`config.mk`:
```
export PLATFORM = sky130hd
export DESIGN_NAME = lcd_cmd_core
export DESIGN_NICKNAME = d
export VERILOG_FILES = /design/src/verilog/lcd_cmd_pkg.sv /design/src/verilog/lcd_ctl_if.sv /design/src/verilog/reply_sender.sv /design/src/verilog/lcd_cmd_core.sv
export SDC_FILE = /design/constraint.sdc
export NUM_CORES = 2
export LEC_CHECK = 0
export BUFFER_PORTS_ARGS = -buffer_cell sky130_fd_sc_hd__buf_2
export CAP_MARGIN = 20
export CORE_ASPECT_RATIO = 0.5
export CORE_MARGIN = 2
export CORE_UTILIZATION = 35
export DETAILED_ROUTE_END_ITERATION = 12
export PLACE_DENSITY = 0.57
export RECOVER_POWER = 100
export SYNTH_ARGS = -nofsm -noshare
export SYNTH_HDL_FRONTEND = slang
export SYNTH_SLANG_ARGS = --single-unit
```
`constraint.sdc`:
```
create_clock -name clk_i -period 9.6 [get_ports clk_i]
set_input_delay 0.96 -clock clk_i [delete_from_list [all_inputs] [get_ports clk_i]]
set_output_delay 0.96 -clock clk_i [all_outputs]
set_load 0.1 [all_outputs]
```
`src/verilog/lcd_cmd_pkg.sv`:
```
// shared constants for the lcd command interpreter
package lcd_cmd_pkg;
   localparam logic [7:0] CMD_READ_MEM = 8'h0A;
   localparam logic [7:0] CMD_CURSOR_POS = 8'h0B;
   localparam logic [7:0] CMD_CURSOR_STYLE = 8'h0C;
   localparam logic [7:0] CMD_CONTRAST = 8'h0D;
   localparam logic [7:0] CMD_BACKLIGHT = 8'h0E;
   localparam logic [7:0] CMD_FAN_REPORT = 8'h10;
   localparam logic [7:0] CMD_FAN_POWER = 8'h11;
   localparam logic [7:0] CMD_WIRE_INFO = 8'h12;
   localparam logic [7:0] CMD_TEMP_REPORT = 8'h13;
   localparam logic [7:0] CMD_WIRE_XACT = 8'h14;
   localparam logic [7:0] CMD_KEY_REPORT = 8'h17;
   localparam logic [7:0] REPLY_FLAG = 8'h40;
   localparam logic [7:0] FAN_REPORT_TYPE = 8'h81;
   localparam logic [7:0] TEMP_REPORT_TYPE = 8'h82;
   localparam logic [7:0] GLYPH_LO = 8'h40;
   localparam logic [7:0] GLYPH_HI = 8'h7F;
   localparam logic [7:0] TEXT_LINE_BASE = 8'h80;
   localparam logic [7:0] TEXT_LINE_LAST = 8'h13;
   localparam logic [7:0] COL_MAX = 8'h13;
   localparam logic [7:0] ROW_MAX = 8'h03;
   localparam logic [7:0] CURSOR_STYLE_MAX = 8'h03;
   localparam logic [7:0] FAN_POWER_MAX = 8'h64;
   localparam logic [7:0] SLOT_MAX = 8'h0F;
   localparam logic [7:0] SLOT_NO_ADDR = 8'h10;
   localparam logic [7:0] MATCH_ROM = 8'h55;
   localparam int WRITE_MAX = 15;
   localparam int READ_MAX = 14;
   localparam logic [7:0] KEY_MASK_RESET = 8'hFF;
   localparam logic [7:0] BACKLIGHT_RESET = 8'h64;
   localparam logic [7:0] CONTRAST_RESET = 8'h40;
   localparam int CLK_MHZ = 125;
   localparam int EIGHTH_MS = 125;
   // one eighth of a second, floored (longest time)
   localparam int EIGHTH_CYC = EIGHTH_MS * 1000 * CLK_MHZ;
   localparam int TEMP_MS = 1000;
   localparam int TEMP_CYC = TEMP_MS * 1000 * CLK_MHZ;
   localparam int NUM_FANS = 4;
   localparam int NUM_SLOTS = 16;
endpackage : lcd_cmd_pkg

```
`src/verilog/lcd_ctl_if.sv`:
```
// carrier between interpreter and reply builder
`timescale 1ns/1ns
interface lcd_ctl_if;
   logic start;
   logic [7:0] rtype;
   logic [3:0] rlen;
   logic [7:0] rdata [0:14];
   logic busy;
   modport master (output start, output rtype, output rlen, output rdata,
      input busy);
   modport slave (input start, input rtype, input rlen, input rdata,
      output busy);
endinterface : lcd_ctl_if

```
`src/verilog/reply_sender.sv`:
```
// serialises one reply packet: type, length, payload bytes
`timescale 1ns/1ns
module reply_sender (
   input wire logic clk_i,
   input wire logic rst_i,
   input wire logic ce_i,
   lcd_ctl_if.slave ctl,
   output logic [7:0] tx_data_o,
   output logic tx_valid_o,
   output logic tx_last_o,
   input wire logic tx_ready_i
);
   typedef struct packed {
      logic busy;
      logic [4:0] idx;
      logic [7:0] rtype;
      logic [3:0] rlen;
      logic [7:0] data;
      logic valid;
      logic last;
   } snd_t;
   snd_t s_reg, s_next;
   logic [7:0] buf_reg [0:14];

   always_comb begin
      s_next = s_reg;
      if (!s_reg.busy) begin
         if (ctl.start) begin
            s_next.busy = 1'b1;
            s_next.rtype = ctl.rtype;
            s_next.rlen = ctl.rlen;
            s_next.idx = 5'h00;
            s_next.data = ctl.rtype;
            s_next.valid = 1'b1;
            s_next.last = 1'b0;
         end
      end else if (tx_ready_i) begin
         // idx 0 type, 1 length, then payload
         s_next.idx = s_reg.idx + 5'h01;
         if (s_reg.last) begin
            s_next.busy = 1'b0;
            s_next.valid = 1'b0;
            s_next.last = 1'b0;
         end else if (s_reg.idx == 5'h00) begin
            s_next.data = {4'h0, s_reg.rlen};
            s_next.last = (s_reg.rlen == 4'h0);
         end else begin
            s_next.data = buf_reg[s_reg.idx[3:0] - 4'h1];
            s_next.last = (s_reg.idx == {1'b0, s_reg.rlen});
         end
      end
   end

   always_ff @(posedge clk_i) begin
      if (rst_i) begin
         s_reg <= '0;
      end else if (ce_i) begin
         s_reg <= s_next;
         if (!s_reg.busy && ctl.start) begin
            buf_reg <= ctl.rdata;
         end
      end
   end

   assign ctl.busy = s_reg.busy;
   assign tx_data_o = s_reg.data;
   assign tx_valid_o = s_reg.valid;
   assign tx_last_o = s_reg.last;

   property p_type_first;
      @(posedge clk_i) disable iff (rst_i)
      ce_i && !s_reg.busy && ctl.start
         |=> tx_valid_o && tx_data_o == $past(ctl.rtype);
   endproperty
   a_type_first: assert property (p_type_first) else $error("reply does not open with its type");
endmodule : reply_sender

```
`src/verilog/lcd_cmd_core.sv`:
```
// command interpreter for display, fan, sensor bus and key settings
`timescale 1ns/1ns
module lcd_cmd_core #(
   parameter int EIGHTH_CYCLES = lcd_cmd_pkg::EIGHTH_CYC,
   parameter int TEMP_CYCLES = lcd_cmd_pkg::TEMP_CYC
) (
   input wire logic clk_i,
   input wire logic rst_i,
   input wire logic ce_i,
   // command packet, fully received and checked upstream
   input wire logic cmd_valid_i,
   input wire logic [7:0] cmd_type_i,
   input wire logic [4:0] cmd_len_i,
   input wire logic [7:0] cmd_data_i [0:15],
   output logic cmd_ready_o,
   // display controller memory read port
   output logic mem_rd_o,
   output logic [7:0] mem_addr_o,
   input wire logic mem_done_i,
   input wire logic [63:0] mem_data_i,
   // sensor bus engine
   output logic wire_start_o,
   output logic wire_scan_o,
   output logic wire_addr_o,
   output logic [63:0] wire_rom_o,
   output logic [3:0] wire_wr_len_o,
   output logic [119:0] wire_wr_data_o,
   output logic [3:0] wire_rd_len_o,
   input wire logic wire_done_i,
   input wire logic [3:0] wire_found_i,
   input wire logic [63:0] wire_found_rom_i,
   input wire logic wire_found_we_i,
   input wire logic [111:0] wire_rd_data_i,
   // settings
   output logic [7:0] cursor_col_o,
   output logic [7:0] cursor_row_o,
   output logic [1:0] cursor_style_o,
   output logic [7:0] contrast_o,
   output logic [7:0] lcd_backlight_o,
   output logic [7:0] key_backlight_o,
   output logic [31:0] fan_power_o,
   output logic [15:0] temp_enable_o,
   output logic [7:0] key_mask_press_o,
   output logic [7:0] key_mask_release_o,
   output logic [3:0] fan_measure_o,
   // reply byte stream
   output logic [7:0] tx_data_o,
   output logic tx_valid_o,
   output logic tx_last_o,
   input wire logic tx_ready_i
);
   typedef enum logic [2:0] {
      ST_SCAN, ST_IDLE, ST_MEM, ST_WIRE, ST_REPLY
   } st_t;
   typedef struct packed {
      st_t st;
      logic [7:0] col;
      logic [7:0] row;
      logic [1:0] style;
      logic [7:0] contrast;
      logic [7:0] lcd_bl;
      logic [7:0] key_bl;
      logic [31:0] fan_pwr;
      logic [3:0] fan_rep;
      logic [15:0] temp_en;
      logic [7:0] kmask_p;
      logic [7:0] kmask_r;
      logic [15:0] present;
      logic [7:0] cmd;
      logic [7:0] arg0;
      logic mem_rd;
      logic wire_go;
      logic [31:0] tick;
      logic [1:0] phase;
      logic [3:0] measure;
      logic [31:0] ttick;
      logic fan_due;
      logic temp_due;
      logic ready;
   } core_t;
   core_t r_reg, r_next;
   logic [63:0] rom_reg [0:15];
   lcd_ctl_if ctl ();
   logic [7:0] pl [0:14];
   logic go;
   logic [7:0] rt;
   logic [3:0] rl;
   logic txn_ok;

   reply_sender u_send (
      .clk_i(clk_i),
      .rst_i(rst_i),
      .ce_i(ce_i),
      .ctl(ctl),
      .tx_data_o(tx_data_o),
      .tx_valid_o(tx_valid_o),
      .tx_last_o(tx_last_o),
      .tx_ready_i(tx_ready_i)
   );
   assign ctl.start = go;
   assign ctl.rtype = rt;
   assign ctl.rlen = rl;
   assign ctl.rdata = pl;

   // valid text codes: base 0x80,0xA0,0xC0,0xE0 plus 0..19
   function automatic logic addr_ok(input logic [7:0] a);
      addr_ok = (a >= lcd_cmd_pkg::GLYPH_LO && a <= lcd_cmd_pkg::GLYPH_HI)
         || (a[7] && a[4:0] <= lcd_cmd_pkg::TEXT_LINE_LAST[4:0]);
   endfunction : addr_ok

   always_comb begin
      txn_ok = cmd_len_i >= 5'd2
         && cmd_len_i <= 5'(lcd_cmd_pkg::WRITE_MAX + 2)
         && cmd_data_i[0] <= lcd_cmd_pkg::SLOT_NO_ADDR
         && cmd_data_i[1] <= 8'(lcd_cmd_pkg::READ_MAX);
   end

   always_comb begin
      r_next = r_reg;
      go = 1'b0;
      rt = 8'h00;
      rl = 4'h0;
      for (int i = 0; i < 15; i++) pl[i] = 8'h00;
      r_next.mem_rd = 1'b0;
      r_next.wire_go = 1'b0;
      // half second cycle split into four eighth-second fan slots
      if (r_reg.tick >= EIGHTH_CYCLES - 1) begin
         r_next.tick = '0;
         r_next.phase = r_reg.phase + 2'd1;
         r_next.measure = r_reg.fan_rep & (4'h1 << r_reg.phase);
         if (r_reg.fan_rep[r_reg.phase]) r_next.fan_due = 1'b1;
      end else begin
         r_next.tick = r_reg.tick + 32'd1;
      end
      if (r_reg.ttick >= TEMP_CYCLES - 1) begin
         r_next.ttick = '0;
         if (|r_reg.temp_en) r_next.temp_due = 1'b1;
      end else begin
         r_next.ttick = r_reg.ttick + 32'd1;
      end
      r_next.ready = 1'b0;
      unique case (r_reg.st)
         ST_SCAN: begin
            if (wire_done_i) r_next.st = ST_IDLE;
         end
         ST_IDLE: begin
            if (!ctl.busy && r_reg.fan_due) begin
               // report of fan slot just measured; speed supplied upstream
               r_next.fan_due = 1'b0;
               go = 1'b1;
               rt = lcd_cmd_pkg::FAN_REPORT_TYPE;
               rl = 4'h1;
               pl[0] = {6'h00, r_reg.phase - 2'd1};
            end else if (!ctl.busy && r_reg.temp_due) begin
               r_next.temp_due = 1'b0;
               go = 1'b1;
               rt = lcd_cmd_pkg::TEMP_REPORT_TYPE;
               rl = 4'h2;
               pl[0] = r_reg.temp_en[7:0];
               pl[1] = r_reg.temp_en[15:8];
            end else if (!ctl.busy && cmd_valid_i) begin
               r_next.ready = 1'b1;
               r_next.cmd = cmd_type_i;
               r_next.arg0 = cmd_data_i[0];
               r_next.st = ST_REPLY;
               unique case (cmd_type_i)
                  lcd_cmd_pkg::CMD_READ_MEM:
                     if (cmd_len_i == 5'd1 && addr_ok(cmd_data_i[0])) begin
                        r_next.mem_rd = 1'b1;
                        r_next.st = ST_MEM;
                     end else r_next.st = ST_IDLE;
                  lcd_cmd_pkg::CMD_CURSOR_POS:
                     if (cmd_len_i == 5'd2 && cmd_data_i[0] <= lcd_cmd_pkg::COL_MAX
                        && cmd_data_i[1] <= lcd_cmd_pkg::ROW_MAX) begin
                        r_next.col = cmd_data_i[0];
                        r_next.row = cmd_data_i[1];
                     end else r_next.st = ST_IDLE;
                  lcd_cmd_pkg::CMD_CURSOR_STYLE:
                     if (cmd_len_i == 5'd1
                        && cmd_data_i[0] <= lcd_cmd_pkg::CURSOR_STYLE_MAX)
                        r_next.style = cmd_data_i[0][1:0];
                     else r_next.st = ST_IDLE;
                  lcd_cmd_pkg::CMD_CONTRAST:
                     if (cmd_len_i == 5'd1) r_next.contrast = cmd_data_i[0];
                     else r_next.st = ST_IDLE;
                  lcd_cmd_pkg::CMD_BACKLIGHT:
                     if (cmd_len_i == 5'd1) begin
                        r_next.lcd_bl = cmd_data_i[0];
                        r_next.key_bl = cmd_data_i[0];
                     end else if (cmd_len_i == 5'd2) begin
                        r_next.lcd_bl = cmd_data_i[0];
                        r_next.key_bl = cmd_data_i[1];
                     end else r_next.st = ST_IDLE;
                  lcd_cmd_pkg::CMD_FAN_REPORT:
                     if (cmd_len_i == 5'd1) r_next.fan_rep = cmd_data_i[0][3:0];
                     else r_next.st = ST_IDLE;
                  lcd_cmd_pkg::CMD_FAN_POWER:
                     if (cmd_len_i == 5'd4
                        && cmd_data_i[0] <= lcd_cmd_pkg::FAN_POWER_MAX
                        && cmd_data_i[1] <= lcd_cmd_pkg::FAN_POWER_MAX
                        && cmd_data_i[2] <= lcd_cmd_pkg::FAN_POWER_MAX
                        && cmd_data_i[3] <= lcd_cmd_pkg::FAN_POWER_MAX)
                        r_next.fan_pwr = {cmd_data_i[3], cmd_data_i[2],
                           cmd_data_i[1], cmd_data_i[0]};
                     else r_next.st = ST_IDLE;
                  lcd_cmd_pkg::CMD_WIRE_INFO:
                     if (!(cmd_len_i == 5'd1 && cmd_data_i[0] <= lcd_cmd_pkg::SLOT_MAX))
                        r_next.st = ST_IDLE;
                  lcd_cmd_pkg::CMD_TEMP_REPORT:
                     if (cmd_len_i == 5'd4 && cmd_data_i[2] == 8'h00
                        && cmd_data_i[3] == 8'h00)
                        r_next.temp_en = {cmd_data_i[1], cmd_data_i[0]};
                     else r_next.st = ST_IDLE;
                  lcd_cmd_pkg::CMD_WIRE_XACT:
                     if (txn_ok) begin
                        r_next.wire_go = 1'b1;
                        r_next.st = ST_WIRE;
                     end else r_next.st = ST_IDLE;
                  lcd_cmd_pkg::CMD_KEY_REPORT:
                     if (cmd_len_i == 5'd2) begin
                        r_next.kmask_p = cmd_data_i[0];
                        r_next.kmask_r = cmd_data_i[1];
                     end else r_next.st = ST_IDLE;
                  default: r_next.st = ST_IDLE; // other commands handled elsewhere
               endcase
            end
         end
         ST_MEM: begin
            // done still stands from the previous read while the pulse is out
            if (!r_reg.mem_rd && mem_done_i && !ctl.busy) begin
               go = 1'b1;
               rt = lcd_cmd_pkg::REPLY_FLAG | r_reg.cmd;
               rl = 4'h9;
               pl[0] = r_reg.arg0;
               for (int i = 0; i < 8; i++) pl[i + 1] = mem_data_i[i * 8 +: 8];
               r_next.st = ST_IDLE;
            end
         end
         ST_WIRE: begin
            if (wire_done_i && !ctl.busy) begin
               go = 1'b1;
               rt = lcd_cmd_pkg::REPLY_FLAG | r_reg.cmd;
               rl = 4'(cmd_data_i[1]);
               for (int i = 0; i < 14; i++) pl[i] = wire_rd_data_i[i * 8 +: 8];
               r_next.st = ST_IDLE;
            end
         end
         ST_REPLY: begin
            if (!ctl.busy) begin
               go = 1'b1;
               rt = lcd_cmd_pkg::REPLY_FLAG | r_reg.cmd;
               if (r_reg.cmd == lcd_cmd_pkg::CMD_WIRE_INFO) begin
                  rl = 4'h9;
                  pl[0] = r_reg.arg0;
                  for (int i = 0; i < 8; i++)
                     pl[i + 1] = rom_reg[r_reg.arg0[3:0]][i * 8 +: 8];
               end
               r_next.st = ST_IDLE;
            end
         end
      endcase
   end

   always_ff @(posedge clk_i) begin
      if (rst_i) begin
         r_reg <= '0;
         r_reg.st <= ST_SCAN;
         r_reg.contrast <= lcd_cmd_pkg::CONTRAST_RESET;
         r_reg.lcd_bl <= lcd_cmd_pkg::BACKLIGHT_RESET;
         r_reg.key_bl <= lcd_cmd_pkg::BACKLIGHT_RESET;
         r_reg.kmask_p <= lcd_cmd_pkg::KEY_MASK_RESET;
         r_reg.kmask_r <= lcd_cmd_pkg::KEY_MASK_RESET;
         r_reg.wire_go <= 1'b1;
      end else if (ce_i) begin
         r_reg <= r_next;
         if (wire_found_we_i && r_reg.st == ST_SCAN) begin
            rom_reg[wire_found_i] <= wire_found_rom_i;
            r_reg.present[wire_found_i] <= 1'b1;
         end
      end
   end

   // address prefix only for a slot found during the scan
   always_comb begin
      wire_addr_o = r_reg.arg0 < lcd_cmd_pkg::SLOT_NO_ADDR
         && r_reg.present[r_reg.arg0[3:0]];
      wire_rom_o = rom_reg[r_reg.arg0[3:0]];
      wire_wr_len_o = 4'(cmd_len_i - 5'd2);
      for (int i = 0; i < 15; i++) wire_wr_data_o[i * 8 +: 8] = cmd_data_i[i + 2 > 15 ? 15 : i + 2];
      wire_rd_len_o = cmd_data_i[1][3:0];
   end

   assign cmd_ready_o = r_reg.ready;
   assign mem_rd_o = r_reg.mem_rd;
   assign mem_addr_o = r_reg.arg0;
   assign wire_start_o = r_reg.wire_go;
   assign wire_scan_o = (r_reg.st == ST_SCAN);
   assign cursor_col_o = r_reg.col;
   assign cursor_row_o = r_reg.row;
   assign cursor_style_o = r_reg.style;
   assign contrast_o = r_reg.contrast;
   assign lcd_backlight_o = r_reg.lcd_bl;
   assign key_backlight_o = r_reg.key_bl;
   assign fan_power_o = r_reg.fan_pwr;
   assign temp_enable_o = r_reg.temp_en;
   assign key_mask_press_o = r_reg.kmask_p;
   assign key_mask_release_o = r_reg.kmask_r;
   assign fan_measure_o = r_reg.measure;

   property p_pos_reject;
      @(posedge clk_i) disable iff (rst_i)
      ce_i && r_reg.st == ST_IDLE && !ctl.busy && !r_reg.fan_due
         && !r_reg.temp_due && cmd_valid_i
         && cmd_type_i == lcd_cmd_pkg::CMD_CURSOR_POS
         && cmd_data_i[0] > lcd_cmd_pkg::COL_MAX |=> $stable(cursor_col_o);
   endproperty
   a_pos_reject: assert property (p_pos_reject) else $error("bad column stored");
   property p_bl_one;
      @(posedge clk_i) disable iff (rst_i)
      ce_i && r_reg.st == ST_IDLE && !ctl.busy && !r_reg.fan_due
         && !r_reg.temp_due && cmd_valid_i
         && cmd_type_i == lcd_cmd_pkg::CMD_BACKLIGHT && cmd_len_i == 5'd1
         |=> lcd_backlight_o == key_backlight_o;
   endproperty
   a_bl_one: assert property (p_bl_one) else $error("backlights differ");
   property p_fan_max;
      @(posedge clk_i) disable iff (rst_i)
      fan_power_o[7:0] <= lcd_cmd_pkg::FAN_POWER_MAX;
   endproperty
   a_fan_max: assert property (p_fan_max) else $error("fan power above 100");
   property p_measure_one;
      @(posedge clk_i) disable iff (rst_i) $countones(fan_measure_o) <= 1;
   endproperty
   a_measure_one: assert property (p_measure_one) else $error("two fans forced");
   property p_skip_addr;
      @(posedge clk_i) disable iff (rst_i)
      r_reg.arg0 == lcd_cmd_pkg::SLOT_NO_ADDR |-> !wire_addr_o;
   endproperty
   a_skip_addr: assert property (p_skip_addr) else $error("slot 16 addressed");
   property p_key_default;
      @(posedge clk_i) $fell(rst_i) |-> key_mask_press_o == 8'hFF;
   endproperty
   a_key_default: assert property (p_key_default) else $error("keys masked at reset");
   property p_mem_reply;
      @(posedge clk_i) disable iff (rst_i)
      ce_i && r_reg.st == ST_MEM && go |-> rl == 4'h9 && pl[0] == mem_addr_o;
   endproperty
   a_mem_reply: assert property (p_mem_reply) else $error("memory reply malformed");
   property p_cmd_reply;
      @(posedge clk_i) disable iff (rst_i)
      ce_i && r_reg.st == ST_REPLY && go |-> rt == (r_reg.cmd | 8'h40);
   endproperty
   a_cmd_reply: assert property (p_cmd_reply) else $error("reply type wrong");
   c_mem: cover property (@(posedge clk_i) ce_i && r_reg.st == ST_MEM && go);
   c_wire: cover property (@(posedge clk_i) ce_i && r_reg.st == ST_WIRE && go);
   c_fan: cover property (@(posedge clk_i) r_reg.fan_due && go);
endmodule : lcd_cmd_core

```
==> flow_metrics.py <==
metrics = {
    "run_status": {
        "violations": "max-capacitance violations, max-slew violations",
        "status": "finished, violations left",
    },
    "setup_path": {
        "r2r-start": "u_send.ctl.busy",
        "r2r_slack_ps": 3430,
        "ff2ff_path_depth": 7,
        "cp-end-kind": "primary output",
        "r2r-end": "u_send.buf_reg[31]",
        "required_ps": 8640,
        "arrival_ps": 6360,
        "cp_max_fo": 53,
        "start_kind": "register",
        "critPathKind": "register to primary output",
    },
    "final_layout": {
        "area_growth_pct": 12.2,
        "instances_no_fill": 5881,
        "layout_commonest_cell": "edfxtp_1",
        "largest_reg_flops": 1024,
        "final_cell_mix": "1136 x edfxtp_1, 352 x mux4_2, 334 x clkbuf_1",
        "drive_gt1_share_pct": 23.3,
        "final_nets": 3986,
    },
    "sta": {
        "worst_slew_pin_slew_ps": 4180,
        "finalCritPeriodShare_pct": 76.3,
        "setup_violations": 0,
        "skew_ps": 29.9,
        "fmax_mhz": 137,
        "min_period_ps": 7320,
        "hold_viol_final": 0,
        "rsz0062_at_grt": "no",
        "slew_headroom_pct": -179,
        "slew_viol_final": 1081,
        "setup_tns_ps": 0,
    },
    "worst_hold_path": {
        "min_path_cells": 1,
        "hold_end": "r_next[105]",
        "holdCritStartpoint": "r_next[105]",
        "holdCritPathClass": "register to register",
    },
    "clocking": {
        "clk_path_buf_depth": 3,
        "tritoncts": "done",
        "cts_buffers": 132,
        "clock-sinks": 1380,
        "cts_setup_buffers": 0,
        "clockRootBuffer": "clkbuf_16",
        "clk_pin_slew_worst_paths_ps": 70,
        "h-tree-depth": 4,
        "cts_resized": 0,
        "clk_latency_ps": 770,
        "cts_hold_buf": 0,
    },
    "synth": {
        "synth_edf_count": 1136,
        "synth_area_um2": 56700,
        "synth_warnings": 0,
        "avgSynthCellArea_um2": 17.2,
        "ys_ff_latch": 1380,
        "synth_cell_types": 79,
        "ys.flop_type": "edfxtp_1",
        "synthesis.nets": 3694,
        "synth_cells": 3291,
        "synthArstFlopShare_pct": 0,
        "yosysSeqAreaShare_pct": 68.8,
    },
    "place": {
        "dpl.hpwl_um": 108000,
        "numPortBuffers": 517,
        "gp_congestion": 0.828,
        "place_inst": 5619,
    },
    "detailed_routing": {
        "first_pass_iters": 7,
        "drtAntennaViolNets": 0,
        "drc": 0,
        "wl_per_cell_um": 28.8,
        "via_count": 31800,
        "drtIter0Drc": 3610,
        "routed_wl_um": 169000,
        "vias_per_cell": 5.41,
    },
    "job": {
        "cap_violations": 33,
    },
    "power": {
        "ir_worst_vdd_uv": 172,
        "p_leak_nw": 20.7,
        "p_per_area_nw_per_um2": 194,
    },
    "global_route": {
        "grt_use_total_pct": 20.0,
        "grt_pass1_vias": 31700,
        "grt_pass1_wl_um": 236000,
        "grt_max_degree": 106,
        "antenna_found_initial": 36,
        "grt_overflow": 0,
    },
    "die": {
        "start_util_pct": 35.3,
        "rows": 104,
        "io_pins": 718,
        "die_width_um": 573,
        "die_h_um": 289,
        "coreArea_um2": 161000,
        "dieArea_um2": 165000,
    },
}
[through the flow]
stage	utilization [%]	hold slack [ps]	area (um^2)	setup slack (ps)	power (mW)
after floorplan	-	421	56700	1380	7.25
after CTS	39.9	409	64200	4110	12.5
after detailed placement	37.2	433	59900	4930	7.31
after global routing	39.6	454	63600	2020	12.7
after global placement	37.2	428	59900	4930	7.30
final	39.6	450	63600	2280	12.3
[critical path: stages (launching register included)]
cell and delay (ps):
dfxtp_4 790, clkbuf_1 2190, buf_4 930, mux4_2 350, mux4_2 320, clkbuf_1 900
[routing by layer]
layer	vias to the layer above	GRT usage [%]	wire length (um)
met5	-	0.194	47
li1	13300	-	-
met3	298	4.88	13700
met2	1449	33.4	83100
met1	16700	25.4	66600
met4	8	7.31	5930
[how the worst max path moves through the flow]
stage,endpoint,slack (ps),depth (start not counted)
final,wire_rom_o[27],2280,5
after global routing,wire_rom_o[27],2020,5
after CTS,wire_rom_o[9],4110,5
after detailed placement,rom_reg[0][57],4930,9
after global placement,rom_reg[0][58],4930,9
after floorplan,rom_reg[0][0],1380,6
[final cells by class]
type,count,area [um^2]
fill,14800,97200
sequential,1380,39000
multi-input combinational,1394,14600
clock buffer,177,3640
tap,2173,2720
timing repair buffer,590,2710
clock inverter,66,613
inverter,85,320
antenna,16,40.0
[Yosys cell counts, types with 25 or more instances]
library cell | n | area (um^2)
edfxtp_1 | 1136 | 34100
mux4_2 | 352 | 7930
buf_4 | 254 | 1910
dfxtp_1 | 244 | 4880
nor2_1 | 203 | 762
nand2_1 | 140 | 526
clkbuf_1 | 103 | 387
mux2i_1 | 97 | 971
inv_1 | 85 | 319
a222oi_1 | 71 | 711
nand3_1 | 59 | 295
and2_1 | 57 | 357
a21oi_1 | 50 | 250
nor3_1 | 34 | 170
xnor2_1 | 31 | 272
o21ai_0 | 30 | 150
xor2_1 | 29 | 254
buf_2 | 27 | 135
buf_6 | 25 | 282
[kinds of logic after synthesis]
logic type	share of synthesized area [%]
compound gates	3.47
xor+xnor	0.927
fa+ha+maj	0.221
buf+inv	5.49
flops	68.8
mux	15.8
simple gates	5.30
[report_power, final]
group / internal [mW] / switching (mW)
Sequential: 6.49 / 0.0210
Clock: 2.84 / 2.33
Combinational: 0.165 / 0.487
Power figures use the tool's default switching activity.
